==> src/include/pg_mask_pkg.sv <==
package pg_mask_pkg;

  // ----------------------------------------------------------------
  // widths and types
  // ----------------------------------------------------------------
  localparam int REG_W = 8;
  localparam int TREE_W = 16;
  localparam int PIN_W = 17;

  typedef logic [REG_W-1:0] reg_byte_t;
  typedef logic [TREE_W-1:0] tree_vec_t;
  typedef logic [PIN_W-1:0] pin_vec_t;

  // ----------------------------------------------------------------
  // register offsets on the parallel register strobe port
  // ----------------------------------------------------------------
  localparam reg_byte_t OFS_TWO_AUX = 8'hA9;
  localparam reg_byte_t OFS_THREE_RAIL = 8'hAA;
  localparam reg_byte_t OFS_THREE_AUX = 8'hAB;
  localparam reg_byte_t UNMAPPED_DATA = 8'h00;

  // ----------------------------------------------------------------
  // field positions in both aux mask registers
  // ----------------------------------------------------------------
  localparam int AUX_IN5 = 7;
  localparam int AUX_IN4 = 6;
  localparam int AUX_IN2 = 5;
  localparam int AUX_IN1 = 4;
  localparam int AUX_TERM = 3;
  localparam int AUX_SHARED = 2;
  localparam int AUX_SW_B1 = 1;
  localparam int AUX_LDO_A3 = 0;

  // ----------------------------------------------------------------
  // field positions in the rail mask register
  // ----------------------------------------------------------------
  localparam int RAIL_LDO_A2 = 7;
  localparam int RAIL_SW_A1 = 6;
  localparam int RAIL_STEP_HI = 5;
  localparam int RAIL_STEP_LO = 0;

  // excluded filler for the unused upper half of the second tree
  localparam reg_byte_t ALL_EXCLUDED = 8'hFF;
  localparam reg_byte_t ALL_GOOD = 8'hFF;

endpackage

==> src/include/pg_tree_if.sv <==
`timescale 1ns/10ps
interface pg_tree_if;
  pg_mask_pkg::tree_vec_t src;
  pg_mask_pkg::tree_vec_t exclude;
  logic good;

  modport bank (
    output src,
    output exclude,
    input good
  );

  modport tree (
    input src,
    input exclude,
    output good
  );
endinterface

==> src/verilog/pg_tree_eval.sv <==
`timescale 1ns/10ps
module pg_tree_eval (
  input wire logic mclk_in,
  input wire logic rstn_in,
  pg_tree_if.tree tree_if
);
  import pg_mask_pkg::*;

  // ----------------------------------------------------------------
  // power-good tree
  // ----------------------------------------------------------------
  logic good_ff;
  logic nxt_good;
  tree_vec_t passed;

  // an excluded source is forced good, so it cannot pull the tree low
  assign passed = tree_if.src | tree_if.exclude;
  assign nxt_good = &passed;

  // registered so the pin never sees a glitch from the and-tree
  always_ff @(posedge mclk_in)
  begin
    if (!rstn_in)
      good_ff <= 1'b0;
    else
      good_ff <= nxt_good;
  end

  assign tree_if.good = good_ff;
endmodule // pg_tree_eval

==> src/verilog/power_good_tree_mask_bank.sv <==
`timescale 1ns/10ps
// Notes on behaviour
// - A9h bits 7..4 gate control inputs, output two
// - A9h bits 3..0 mask term, shared, b1, a3
// - set mask bit removes source from evaluation
// - shared bit follows configured switch or regulator
// - AAh bits 7,6 mask a2, a1 on three
// - AAh bits 5..0 mask step-down rails 6..1
// - ABh bits 7..4 gate control inputs, output three
// - ABh bits 3..0 mask term, shared, b1, a3
// - masks read/write, reset from device configuration
module power_good_tree_mask_bank (
  input wire logic mclk_in,
  input wire logic rstn_in,
  input wire pg_mask_pkg::reg_byte_t reg_addr_in,
  input wire pg_mask_pkg::reg_byte_t reg_wdata_in,
  input wire logic reg_wr_in,
  input wire logic reg_rd_in,
  output pg_mask_pkg::reg_byte_t reg_rdata_out,
  output logic reg_rvalid_out,
  input wire pg_mask_pkg::reg_byte_t cfg_two_aux_rst_in,
  input wire pg_mask_pkg::reg_byte_t cfg_three_rail_rst_in,
  input wire pg_mask_pkg::reg_byte_t cfg_three_aux_rst_in,
  input wire logic shared_rail_is_ldo_in,
  input wire logic control_input_1_in,
  input wire logic control_input_2_in,
  input wire logic control_input_4_in,
  input wire logic control_input_5_in,
  input wire logic termination_regulator_pg_in,
  input wire logic load_switch_b2_pg_in,
  input wire logic linear_reg_a1_pg_in,
  input wire logic load_switch_b1_pg_in,
  input wire logic linear_reg_a3_pg_in,
  input wire logic linear_reg_a2_pg_in,
  input wire logic load_switch_a1_pg_in,
  input wire logic [5:0] step_down_rail_pg_in,
  output logic pg_output_two_out,
  output logic pg_output_three_out
);
  import pg_mask_pkg::*;

  // ----------------------------------------------------------------
  // mask registers
  // ----------------------------------------------------------------
  reg_byte_t two_aux_ff;
  reg_byte_t three_rail_ff;
  reg_byte_t three_aux_ff;
  reg_byte_t rdata_ff;
  logic rvalid_ff;

  // address decode
  logic hit_two_aux;
  logic hit_three_rail;
  logic hit_three_aux;
  logic wr_two_aux;
  logic wr_three_rail;
  logic wr_three_aux;
  reg_byte_t nxt_rdata;

  assign hit_two_aux = (reg_addr_in == OFS_TWO_AUX);
  assign hit_three_rail = (reg_addr_in == OFS_THREE_RAIL);
  assign hit_three_aux = (reg_addr_in == OFS_THREE_AUX);
  assign wr_two_aux = reg_wr_in && hit_two_aux;
  assign wr_three_rail = reg_wr_in && hit_three_rail;
  assign wr_three_aux = reg_wr_in && hit_three_aux;

  // read mux; unmapped offsets read as zero
  assign nxt_rdata = hit_two_aux ? two_aux_ff :
                     hit_three_rail ? three_rail_ff :
                     hit_three_aux ? three_aux_ff : UNMAPPED_DATA;

  // reset value is whatever the configuration memory presents, not a constant
  always_ff @(posedge mclk_in)
  begin
    if (!rstn_in)
    begin
      two_aux_ff <= cfg_two_aux_rst_in;
      three_rail_ff <= cfg_three_rail_rst_in;
      three_aux_ff <= cfg_three_aux_rst_in;
    end
    else
    begin
      if (wr_two_aux)
        two_aux_ff <= reg_wdata_in;
      if (wr_three_rail)
        three_rail_ff <= reg_wdata_in;
      if (wr_three_aux)
        three_aux_ff <= reg_wdata_in;
    end
  end

  // read answer one cycle after the strobe; data held until next read
  always_ff @(posedge mclk_in)
  begin
    if (!rstn_in)
    begin
      rdata_ff <= UNMAPPED_DATA;
      rvalid_ff <= 1'b0;
    end
    else
    begin
      rvalid_ff <= reg_rd_in;
      if (reg_rd_in)
        rdata_ff <= nxt_rdata;
    end
  end

  assign reg_rdata_out = rdata_ff;
  assign reg_rvalid_out = rvalid_ff;

  // ----------------------------------------------------------------
  // pin synchronisers
  // ----------------------------------------------------------------
  pin_vec_t raw_pins;
  pin_vec_t meta_ff;
  pin_vec_t sync_ff;

  // pins and analog comparators are asynchronous to mclk_in
  assign raw_pins = {control_input_5_in, control_input_4_in,
                     control_input_2_in, control_input_1_in,
                     termination_regulator_pg_in, load_switch_b2_pg_in,
                     linear_reg_a1_pg_in, load_switch_b1_pg_in,
                     linear_reg_a3_pg_in, linear_reg_a2_pg_in,
                     load_switch_a1_pg_in, step_down_rail_pg_in};

  // meta_ff is read by sync_ff only
  always_ff @(posedge mclk_in)
  begin
    if (!rstn_in)
    begin
      meta_ff <= '0;
      sync_ff <= '0;
    end
    else
    begin
      meta_ff <= raw_pins;
      sync_ff <= meta_ff;
    end
  end

  // ----------------------------------------------------------------
  // named synchronised sources
  // ----------------------------------------------------------------
  logic s_in5;
  logic s_in4;
  logic s_in2;
  logic s_in1;
  logic s_term;
  logic s_sw_b2;
  logic s_ldo_a1;
  logic s_sw_b1;
  logic s_ldo_a3;
  logic s_ldo_a2;
  logic s_sw_a1;
  logic [5:0] s_step;
  logic s_shared;
  reg_byte_t aux_src;
  reg_byte_t rail_src;

  assign {s_in5, s_in4, s_in2, s_in1, s_term, s_sw_b2, s_ldo_a1,
          s_sw_b1, s_ldo_a3, s_ldo_a2, s_sw_a1, s_step} = sync_ff;

  // one mask bit covers whichever function the position was built as
  assign s_shared = shared_rail_is_ldo_in ? s_ldo_a1 : s_sw_b2;

  // aux sources share one layout between both outputs
  assign aux_src[AUX_IN5] = s_in5;
  assign aux_src[AUX_IN4] = s_in4;
  assign aux_src[AUX_IN2] = s_in2;
  assign aux_src[AUX_IN1] = s_in1;
  assign aux_src[AUX_TERM] = s_term;
  assign aux_src[AUX_SHARED] = s_shared;
  assign aux_src[AUX_SW_B1] = s_sw_b1;
  assign aux_src[AUX_LDO_A3] = s_ldo_a3;

  // rail sources; step-down rail n sits at bit n-1
  assign rail_src[RAIL_LDO_A2] = s_ldo_a2;
  assign rail_src[RAIL_SW_A1] = s_sw_a1;
  assign rail_src[RAIL_STEP_HI:RAIL_STEP_LO] = s_step;

  // ----------------------------------------------------------------
  // power-good trees
  // ----------------------------------------------------------------
  pg_tree_if tree_two ();
  pg_tree_if tree_three ();

  // output two carries only the aux sources here; its upper half is parked
  assign tree_two.src = {ALL_GOOD, aux_src};
  assign tree_two.exclude = {ALL_EXCLUDED, two_aux_ff};
  assign tree_three.src = {rail_src, aux_src};
  assign tree_three.exclude = {three_rail_ff, three_aux_ff};

  pg_tree_eval u_tree_two (
    .mclk_in (mclk_in),
    .rstn_in (rstn_in),
    .tree_if (tree_two.tree)
  );

  pg_tree_eval u_tree_three (
    .mclk_in (mclk_in),
    .rstn_in (rstn_in),
    .tree_if (tree_three.tree)
  );

  assign pg_output_two_out = tree_two.good;
  assign pg_output_three_out = tree_three.good;
endmodule // power_good_tree_mask_bank
==> config.mk <==
export PLATFORM = sky130hd
export DESIGN_NAME = power_good_tree_mask_bank
export DESIGN_NICKNAME = d
export VERILOG_FILES = /design/src/include/pg_mask_pkg.sv /design/src/include/pg_tree_if.sv /design/src/verilog/pg_tree_eval.sv /design/src/verilog/power_good_tree_mask_bank.sv
export SDC_FILE = /design/constraint.sdc
export NUM_CORES = 1
export LEC_CHECK = 0
export BUFFER_PORTS_ARGS = -buffer_cell sky130_fd_sc_hd__buf_4
export CAP_MARGIN = 10
export CORE_ASPECT_RATIO = 0.7
export CORE_MARGIN = 5
export CORE_UTILIZATION = 40
export CTS_CLUSTER_DIAMETER = 100
export DETAILED_ROUTE_END_ITERATION = 8
export PLACE_DENSITY = 0.61
export SYNTH_ARGS = -nofsm -noshare
export SYNTH_HDL_FRONTEND = slang
export SYNTH_SLANG_ARGS = --single-unit
==> constraint.sdc <==
create_clock -name mclk_in -period 2.58 [get_ports mclk_in]
set_clock_uncertainty 0.2 [all_clocks]
set_input_delay 0.258 -clock mclk_in [delete_from_list [all_inputs] [get_ports mclk_in]]
set_output_delay 0.258 -clock mclk_in [all_outputs]
set_load 0.01 [all_outputs]
==> impl_summary.md, run 1 <==
Status
The run finished with clean final reports.

Job
Max-cap violations in this run came to 0.

Placed design
The detailed placement HPWL is 4740 µm. The count of input and output buffers is 72. The final RePlAce weighted congestion is 0.879.

Synth
The number of distinct standard cells referenced by the synthesized netlist is 26. The Yosys step of the flow raised 0 warnings. In this run the cell area of the synthesized design comes to 0.00254 mm². The fraction of post-synthesis cell area in the top cell type by area is 35.5%. The number of nets in the synthesized netlist is 304. By count the netlist is led by 45 x sky130_fd_sc_hd__dfxtp_1, 35 x sky130_fd_sc_hd__and2_1, 29 x sky130_fd_sc_hd__o21ai_0, 24 x sky130_fd_sc_hd__edfxtp_1, 24 x sky130_fd_sc_hd__inv_1. By area the synthesized netlist is led by sky130_fd_sc_hd__dfxtp_1 36%, sky130_fd_sc_hd__edfxtp_1 28%, sky130_fd_sc_hd__and2_1 8.6%. Summing the sequential cell areas from Yosys gives 63.9% of the chip area. Counting every instance in the synthesized netlist gives 242. The most frequently used flop master after synthesis is sky130_fd_sc_hd__dfxtp_1. The synthesized area per cell is 10.5 µm². After synthesis the netlist holds a flip-flop and latch count of 69. The cell type contributing the most total cell area after synthesis is sky130_fd_sc_hd__dfxtp_1.

The most common cell in the synthesized netlist is sky130_fd_sc_hd__dfxtp_1. The share of synthesized flip-flops with an asynchronous set or reset is 0%. The number of synthesized flops with an enable pin is 24.

GRT
The first global-routing pass estimated 10200 µm of wire. After global routing the overflow that remains totals 0. For this run, the total global-route usage over all layers was measured as 16.3%. The number of antenna violations at the first check in global routing is 0.

The via count of the first global-routing pass is 2005. The largest net degree at the start of global routing is 65.

Timing
The total negative slack for setup checks is 0 ps. The achievable frequency is 606 MHz. Setup violations remaining at the end of the flow were counted as 0. The post-route fraction of the period consumed by the critical path is 63.9%. Setup repair after global routing left no endpoint under its margin. For the finished layout, the period the worst path requires is 1650 ps.

The count of endpoints failing hold in the final timing report is 0. Headroom to the max-slew limit came out at 64.2%. The number of max-slew violations in the final report is 0.

The pin slew with the least headroom to its limit is 537 ps.

CTS
The clock-pin slew on the worst setup and hold paths is 70 ps. The deepest level of the CTS H-tree is 3. The post-cts repair resize count is 0. At the later pin of the worst-skew pair, clock insertion delay measures 340 ps.

The number of post-CTS setup repair buffers is 0. For this design, the CTS-stage hold fixing added 18 buffers. The CTS root buffer is sky130_fd_sc_hd__clkbuf_8. The clock drives 69 sinks.

The clock passes through at most 2 buffers. The clock tree from TritonCTS is built. In this run, CTS created clock tree buffers numbering 9.

Die
The die is 76.6 µm tall. The region available for standard cell placement spans 0.00619 mm². The die is 105 µm wide.

The row count is 24. For this configuration, the core starts out at a cell density of 41.0%. The overall die area is 0.00806 mm². The number of placed I/O pins is 73.

Hold path
The path class of the tightest hold or removal check is primary input to register.

Detailed routing
The average wire length per cell after detail routing is 14.8 µm. The count of nets left with antenna violations once routing finished came out at 0. The first routing iteration left 107 violations. The DRC violation count after routing is 0. The first detailed-routing pass took 4 iterations. Using the TritonRoute via totals, the vias-per-cell ratio works out to 4.78. The wire length reported by the detailed router is 6170 µm.

The total number of vias is 1996.

Setup path
The type of origin of the critical path is a primary input. Of all nets on the critical path, the largest fanout is 8. The biggest cell delay along the critical path is 530 ps.

STA classifies the critical path endpoint as a register. Walking the worst path, the cells encountered are dlygate4sd3_1 -> buf_4 -> and2_1 -> nand3_2 -> o41ai_1. Data arrives at the worst endpoint at 1660 ps. At the worst endpoint, the required time is 2590 ps. The slowest stage of the critical path is the sky130_fd_sc_hd__dlygate4sd3_1 cell. The kind of critical path is primary input to register.

Layout
The share of layout cells above drive strength 1 is 27.9%. For this run, the post-layout net count is 397. The layout filler cell count is 551.

Summing all multi-input logic gate instances after layout gives 774 µm². The register area is 0.00162 mm². The share of the core filled with cells is 57.1%. The count of antenna diodes in the layout is 0.

The area added between synthesis and finish is 39.2%.

Power
Summed over all cells, the static leakage comes to 1.55 nW. VDD sags by at most 395 µV. The power per cell area is 649 mW/mm².
[layout by cell type, fill, tap and decap left out, types with 2 or more instances in the layout]
master,count
sky130_fd_sc_hd__o22ai_1,6
sky130_fd_sc_hd__clkinv_4,2
sky130_fd_sc_hd__o22a_1,2
sky130_fd_sc_hd__a21oi_1,8
sky130_fd_sc_hd__buf_4,76
sky130_fd_sc_hd__o221ai_1,2
sky130_fd_sc_hd__inv_1,24
sky130_fd_sc_hd__edfxtp_1,24
sky130_fd_sc_hd__nor2_1,17
sky130_fd_sc_hd__dfxtp_1,45
sky130_fd_sc_hd__nor2b_1,2
sky130_fd_sc_hd__nand2_1,18
sky130_fd_sc_hd__o41ai_1,8
sky130_fd_sc_hd__o21ai_0,29
sky130_fd_sc_hd__clkbuf_8,9
sky130_fd_sc_hd__dlygate4sd3_1,18
sky130_fd_sc_hd__nor4_1,2
sky130_fd_sc_hd__clkinv_2,2
sky130_fd_sc_hd__and2_1,35
[per-layer routing]
metal  part of all wire, %  GRT usage [%]  wire, µm  vias to the layer above
met1                    47           23.7      2930                      875
met2                    41           22.4      2510                      105
met3                    11           7.28       699                        7
met4                  0.55           2.68        34                        0
li1                      -              -         -                     1009
met5                     0              0         0                        -
[worst paths after layout]
| check | startpoint | end | slack, ps | cells after the start |
|---|---|---|---|---|
| setup / recovery | reg_rd_in | reg_rdata_out[0] | 930 | 5 |
| hold / removal | rstn_in | sync_ff[3] | 30 | 2 |
| setup reg to reg | three_rail_ff[5] | u_tree_three.tree_if.good | 990 | 3 |
| hold reg to reg | meta_ff[0] | sync_ff[0] | 230 | 1 |
[flip-flops by register name, indices dropped and copies added (netlist names)]
signal	count
three_aux_ff	8
three_rail_ff	8
meta_ff	17
two_aux_ff	8
reg_rvalid_out	1
u_tree_two.tree_if.good	1
sync_ff	17
reg_rdata_out	8
u_tree_three.tree_if.good	1
[through the flow]
stage	hold slack, ps	power (W)	std cells	worst slack, ps	instance area (µm²)
CTS	15.5	0.00231	418	945	3530
global route	14.7	0.00239	418	826	3530
global placement	215	0.00144	384	798	3150
detailed placement	220	0.00144	384	813	3150
floorplan	185	0.00132	242	603	2540
finish	29.9	0.00229	418	930	3530
[layout make-up]
class	instances	share of cell area (%)
Sequential cell	69	45.9
Clock inverter	7	2.06
Tap cell	78	2.76
Timing Repair Buffer	94	21.3
Clock buffer	9	3.51
Inverter	24	2.55
Multi-Input combinational cell	137	21.9
[logic make-up (layout without fill, tap and decap cells)]
kind of cell           Yosys count  count (layout)  share of synthesized area, %
muxes                            1               1                         0.444
AOI/OAI and AO/OA               56              56                          13.2
DFF                             69              69                          63.9
and+or+nand+nor                 80              80                          16.9
buffers and inverters           36             134                          5.53
[where the power goes]
| group | leakage, nW | internal [W] | switching, W | total (W) |
|---|---|---|---|---|
| Sequential | 0.604 | 0.00119 | 0.0000339 | 0.00123 |
| Clock | 0.104 | 0.000449 | 0.000409 | 0.000859 |
| Combinational | 0.842 | 0.000121 | 0.0000859 | 0.000207 |
[worst max-delay path, delay by kind of cell]
family,cells,cell delay [ps]
buffers and inverters,2,630
AOI/OAI and AO/OA,1,470
and+or+nand+nor,2,310
Note: power is estimated with default switching activity, not from simulation.
==> run 2: changes to the inputs <==
Settings changed: ABC_AREA set to 1, PLACE_DENSITY 0.61 to 0.6.
Clock period 2.58 ns to 1.6 ns, I/O delays scaled along.
==> run 2 against run 1 <==
- the run now ends with negative hold slack left
- routed wire length up 21%
- sequential power up 61%
- non-clock buffer count up 49
- combinational power up 140%
- flip-flop and latch count unchanged
- largest cell class unchanged
- die area up 11%
- hold slack worse by 68 ps
- count of clock-buffer cells in the layout up 4
- clock power up 50%
- synthesized cell count up 41%
- power up 64%
- critical path type unchanged
- global-route usage up 1.6 points
==> impl_summary.md, run 2 <==
GRT
The layer carrying the most global-route usage is met2 (was met1). The via count of the first global-routing pass is 2663 (was 2005). The fraction of met2 tracks used by global routing was 30.9% (was 22.4%). The combined global-route utilization of all metal layers is 17.9% (was 16.3%). The total global routing overflow is 0 (unchanged). The largest net degree at the start of global routing is 34 (was 65). The first-pass GRT wire length was 12400 µm (was 10200 µm). The met3 capacity usage during global routing is 6.40% (was 7.28%). The met1 track utilization from global routing is 21.2% (was 23.7%).

The number of antenna violations at the first check in global routing was 0 (unchanged).

Die
The die height is 80.5 µm (was 76.6 µm). The row count is 25 (was 24). The number of placed I/O pins is 73 (unchanged).

The overall die area was 0.00891 mm² (was 0.00806 mm²). The area of the core region is 0.00682 mm² (was 0.00619 mm²). The horizontal die dimension is 111 µm (was 105 µm). The initial cell density of the core came to 41.7% (was 41.0%).

Timing
After layout, the worst path uses 99.2% of the clock period. The worst hold margin is -37.9 ps (was 29.9 ps). The total negative slack for setup checks is 0 ps (unchanged). The final setup violation count is 0 (unchanged). The time the worst path needs with I/O delays and setup is 1590 ps. The achievable frequency is 630 MHz. The number of max-slew violations in the final report was 0 (unchanged). The pin slew with the least headroom to its limit is 396 ps (was 537 ps). The worst relative slew slack is 73.5% (was 64.2%).

RSZ-0062 raised after global routing: false (unchanged). The smallest setup slack after layout is 12.9 ps (was 930 ps). The count of endpoints failing hold in the final timing report is 3 (was 0).

Layout
The multi-input logic area is 935 µm² (was 774 µm²). The count of antenna diodes in the layout is 0 (unchanged). The share of layout cells above drive strength 1 is 22.9% (was 27.9%).

The net count of the finished layout is 546 (was 397). The layout filler cell count came to 605 (was 551). The register area was 0.00162 mm² (unchanged). Largest registers: meta_ff x17, sync_ff x17 (unchanged). The area added between synthesis and finish was 52.1% (was 39.2%). The final non-filler cell total came to 583 (was 418).

The most frequent standard cell in the layout excluding fill and tap cells is sky130_fd_sc_hd__nand2_1 (was sky130_fd_sc_hd__buf_4). The share of the core filled with cells was 63.3% (was 57.1%). Leading cell types in the layout, fill and taps excluded: 123 x sky130_fd_sc_hd__nand2_1, 78 x sky130_fd_sc_hd__buf_4, 64 x sky130_fd_sc_hd__dlygate4sd3_1 (was 76 x sky130_fd_sc_hd__buf_4, 45 x sky130_fd_sc_hd__dfxtp_1, 35 x sky130_fd_sc_hd__and2_1).

Status
Run status: complete, but fails checks (was finished, final reports clean). The checks that failed: negative hold slack.

Synth
The synthesized area per cell came to 8.33 µm² (was 10.5 µm²). The share of cell area taken by muxes after synthesis came to 0.352% (was 0.444%). The synthesized instance count is 341 (was 242).

The share of synthesized flip-flops with an asynchronous set or reset is 0% (unchanged). Top post-synthesis cells by count: 124 x sky130_fd_sc_hd__nand2_1, 56 x sky130_fd_sc_hd__inv_1, 45 x sky130_fd_sc_hd__dfxtp_1, 37 x sky130_fd_sc_hd__nand3_1, 24 x sky130_fd_sc_hd__edfxtp_1 (was 45 x sky130_fd_sc_hd__dfxtp_1, 35 x sky130_fd_sc_hd__and2_1, 29 x sky130_fd_sc_hd__o21ai_0, 24 x sky130_fd_sc_hd__edfxtp_1, 24 x sky130_fd_sc_hd__inv_1). The most common cell in the synthesized netlist is sky130_fd_sc_hd__nand2_1 (was sky130_fd_sc_hd__dfxtp_1).

The net count of the mapped netlist is 403 (was 304). Top post-synthesis cells by area: sky130_fd_sc_hd__dfxtp_1 32%, sky130_fd_sc_hd__edfxtp_1 25%, sky130_fd_sc_hd__nand2_1 16% (was sky130_fd_sc_hd__dfxtp_1 36%, sky130_fd_sc_hd__edfxtp_1 28%, sky130_fd_sc_hd__and2_1 8.6%). The combinational family with the most area after synthesis is simple AND/OR/NAND/NOR gates (unchanged). The fraction of the mapped netlist area in simple logic gates came to 28.6% (was 16.9%).

The synthesized-area fraction occupied by ao, oa, aoi and oai cells came to 3.83% (was 13.2%). The number of register bits inferred by synthesis is 69 (unchanged). The count of yosys warnings during synthesis is 0 (unchanged). The fraction of post-synthesis cell area in the top cell type by area was 31.7% (was 35.5%). The adder-cell area share of the yosys netlist is 0% (unchanged).

The number of synthesized flops with an enable pin is 24 (unchanged). The area of the mapped netlist is 0.00284 mm² (was 0.00254 mm²). The number of distinct standard cells referenced by the synthesized netlist came to 20 (was 26). The most frequently used flop master after synthesis is sky130_fd_sc_hd__dfxtp_1 (unchanged).

The sequential fraction of the synthesis area was 57.1% (was 63.9%). The xor-xnor portion of the synthesized cell area is 0% (unchanged). The cell type contributing the most total cell area after synthesis was sky130_fd_sc_hd__dfxtp_1 (unchanged).

Detailed routing
The average wire length per cell after detail routing was 12.8 µm (was 14.8 µm). The per-cell via count in the routed design came to 4.45 (was 4.78). The number of nets with antenna violations after detailed routing is 0 (unchanged). The total number of vias is 2596 (was 1996). The number of design-rule violations left by the first detailed-router iteration is 145 (was 107). The wire length reported by the detailed router is 7480 µm (was 6170 µm). The DRC violation count after routing came to 0 (unchanged). The number of detailed-route iterations in the first pass is 4 (unchanged).

CTS
The deepest level of the CTS H-tree was 3 (unchanged). The clock insertion delay at the later pin of the skew report came to 340 ps (about the same). The clock tree from TritonCTS was built (unchanged). The maximum number of buffers from clock root to sink is 2 (unchanged). The CTS root buffer was sky130_fd_sc_hd__clkbuf_8 (unchanged). The number of post-CTS setup repair buffers is 0 (unchanged).

The number of sinks driven by the clock tree is 69 (unchanged). The total CTS buffers is 9 (unchanged). The clock-pin slew on the worst setup and hold paths is 70 ps (about the same).

Job
The number of max-capacitance violations reported came to 0 (unchanged).

Setup path
The cell seen most often among critical-path stages is sky130_fd_sc_hd__dlygate4sd3_1. The arrival time reported for the critical path endpoint is 1480 ps (was 1660 ps). The critical path capture point type is a register (unchanged).

The biggest cell delay along the critical path came to 550 ps (was 530 ps). The required time of the critical path is 1500 ps (was 2590 ps). The kind of critical path is primary input to register (unchanged).

The largest fanout of any net on the critical path is 1 (was 8). The dominant delay contributor by cell family on the critical path is buffers and inverters (unchanged). The type of origin of the critical path was a primary input (unchanged). The number of buffer and inverter stages on the critical path was 3 (was 2).

The critical path's slowest cell is sky130_fd_sc_hd__dlygate4sd3_1 (unchanged). Ordered list of cells on the worst path: dlygate4sd3_1 -> buf_4 -> nand2_2 -> nand2_1 -> dlygate4sd3_1 (was dlygate4sd3_1 -> buf_4 -> and2_1 -> nand3_2 -> o41ai_1).

Power
The maximum ir drop on the vdd rail came to 379 µV (was 395 µV). The power per cell area is 872 mW/mm² (was 649 mW/mm²). The leakage dissipation is 2.22 nW (was 1.55 nW).

Placed design
The final RePlAce weighted congestion came to 0.826 (was 0.879). The count of input and output buffers is 72 (unchanged). The detailed placement HPWL came to 5060 µm (was 4740 µm).

The post-placement worst setup slack came to 91.0 ps (was 813 ps). The number of placed instances, taps included was 503 (was 384).

Hold path
The worst min-delay path category is primary input to register (unchanged).
run 2: cell count changes after synthesis, moves of 4 or more:
cell / previous run / this run
sky130_fd_sc_hd__a21oi_1: 8 / 0
sky130_fd_sc_hd__a21oi_2: 0 / 8
sky130_fd_sc_hd__and2_1: 35 / 0
sky130_fd_sc_hd__buf_2: 1 / 7
sky130_fd_sc_hd__clkbuf_1: 9 / 2
sky130_fd_sc_hd__inv_1: 24 / 56
sky130_fd_sc_hd__nand2_1: 18 / 124
sky130_fd_sc_hd__nand2_2: 0 / 4
sky130_fd_sc_hd__nand3_1: 1 / 37
sky130_fd_sc_hd__nor2_1: 17 / 13
sky130_fd_sc_hd__nor3_1: 0 / 4
sky130_fd_sc_hd__o21ai_0: 29 / 1
sky130_fd_sc_hd__o41ai_1: 8 / 0
run 2: tightest hold or removal path, delay by kind of cell:
| kind | cells | cell delay (ps) |
|---|---|---|
| buffers and inverters | 1 | 80 |
| AND/OR/NAND/NOR | 2 | 170 |
run 2: final timing paths:
| path | startpoint | slack [ps] | depth (start not counted) | to |
|---|---|---|---|---|
| worst min-delay path | reg_wdata_in[2] | -40 | 3 | two_aux_ff[2] |
| worst max-delay path | cfg_three_aux_rst_in[5] | 10 | 5 | three_aux_ff[5] |
| worst max register to register | three_rail_ff[6] | 330 | 4 | u_tree_three.tree_if.good |
| worst min register to register | meta_ff[10] | 210 | 2 | sync_ff[10] |
run 2: logic make-up after synthesis:
logic type | count (synthesis)
flip-flops | 69
AND/OR/NAND/NOR | 187
AO/OA/AOI/OAI | 14
buffers and inverters | 70
multiplexers | 1
run 2: area by class of cell:
class	count	share of cell area [%]
clock buffer	13	3.71
clock inverter	3	0.406
inverter	59	5.13
multi-input combinational	202	21.6
sequential	69	37.5
tap	94	2.72
timing repair buffer	143	28.9
run 2: where the power goes:
group | total, W | internal (W) | switching [W]
logic | 0.000499 | 0.000282 | 0.000217
clock network | 0.00129 | 0.000658 | 0.000634
registers | 0.00198 | 0.00193 | 0.0000502
total | 0.00377 | 0.00287 | 0.000902
run 2: timing repair:
item                                   CTS  global route
resized for setup                        0             1
setup endpoints to repair                0            14
endpoints found under the hold margin   46             9
hold buffers                            70             7
run 2: stage by stage:
step / area [µm²] / total power [W]
final: 4320 / 0.00377
after global routing: 4320 / 0.00395
after CTS: 4380 / 0.00381
after detailed placement: 3500 / 0.00237
after global placement: 3500 / 0.00237
after floorplan: 2840 / 0.00218
run 2: routing by layer:
metal | part of all wire, % | up-vias
met5 | 0 | -
met4 | 0.86 | 0
met3 | 8.3 | 10
met2 | 47 | 97
met1 | 44 | 1154
li1 | - | 1335
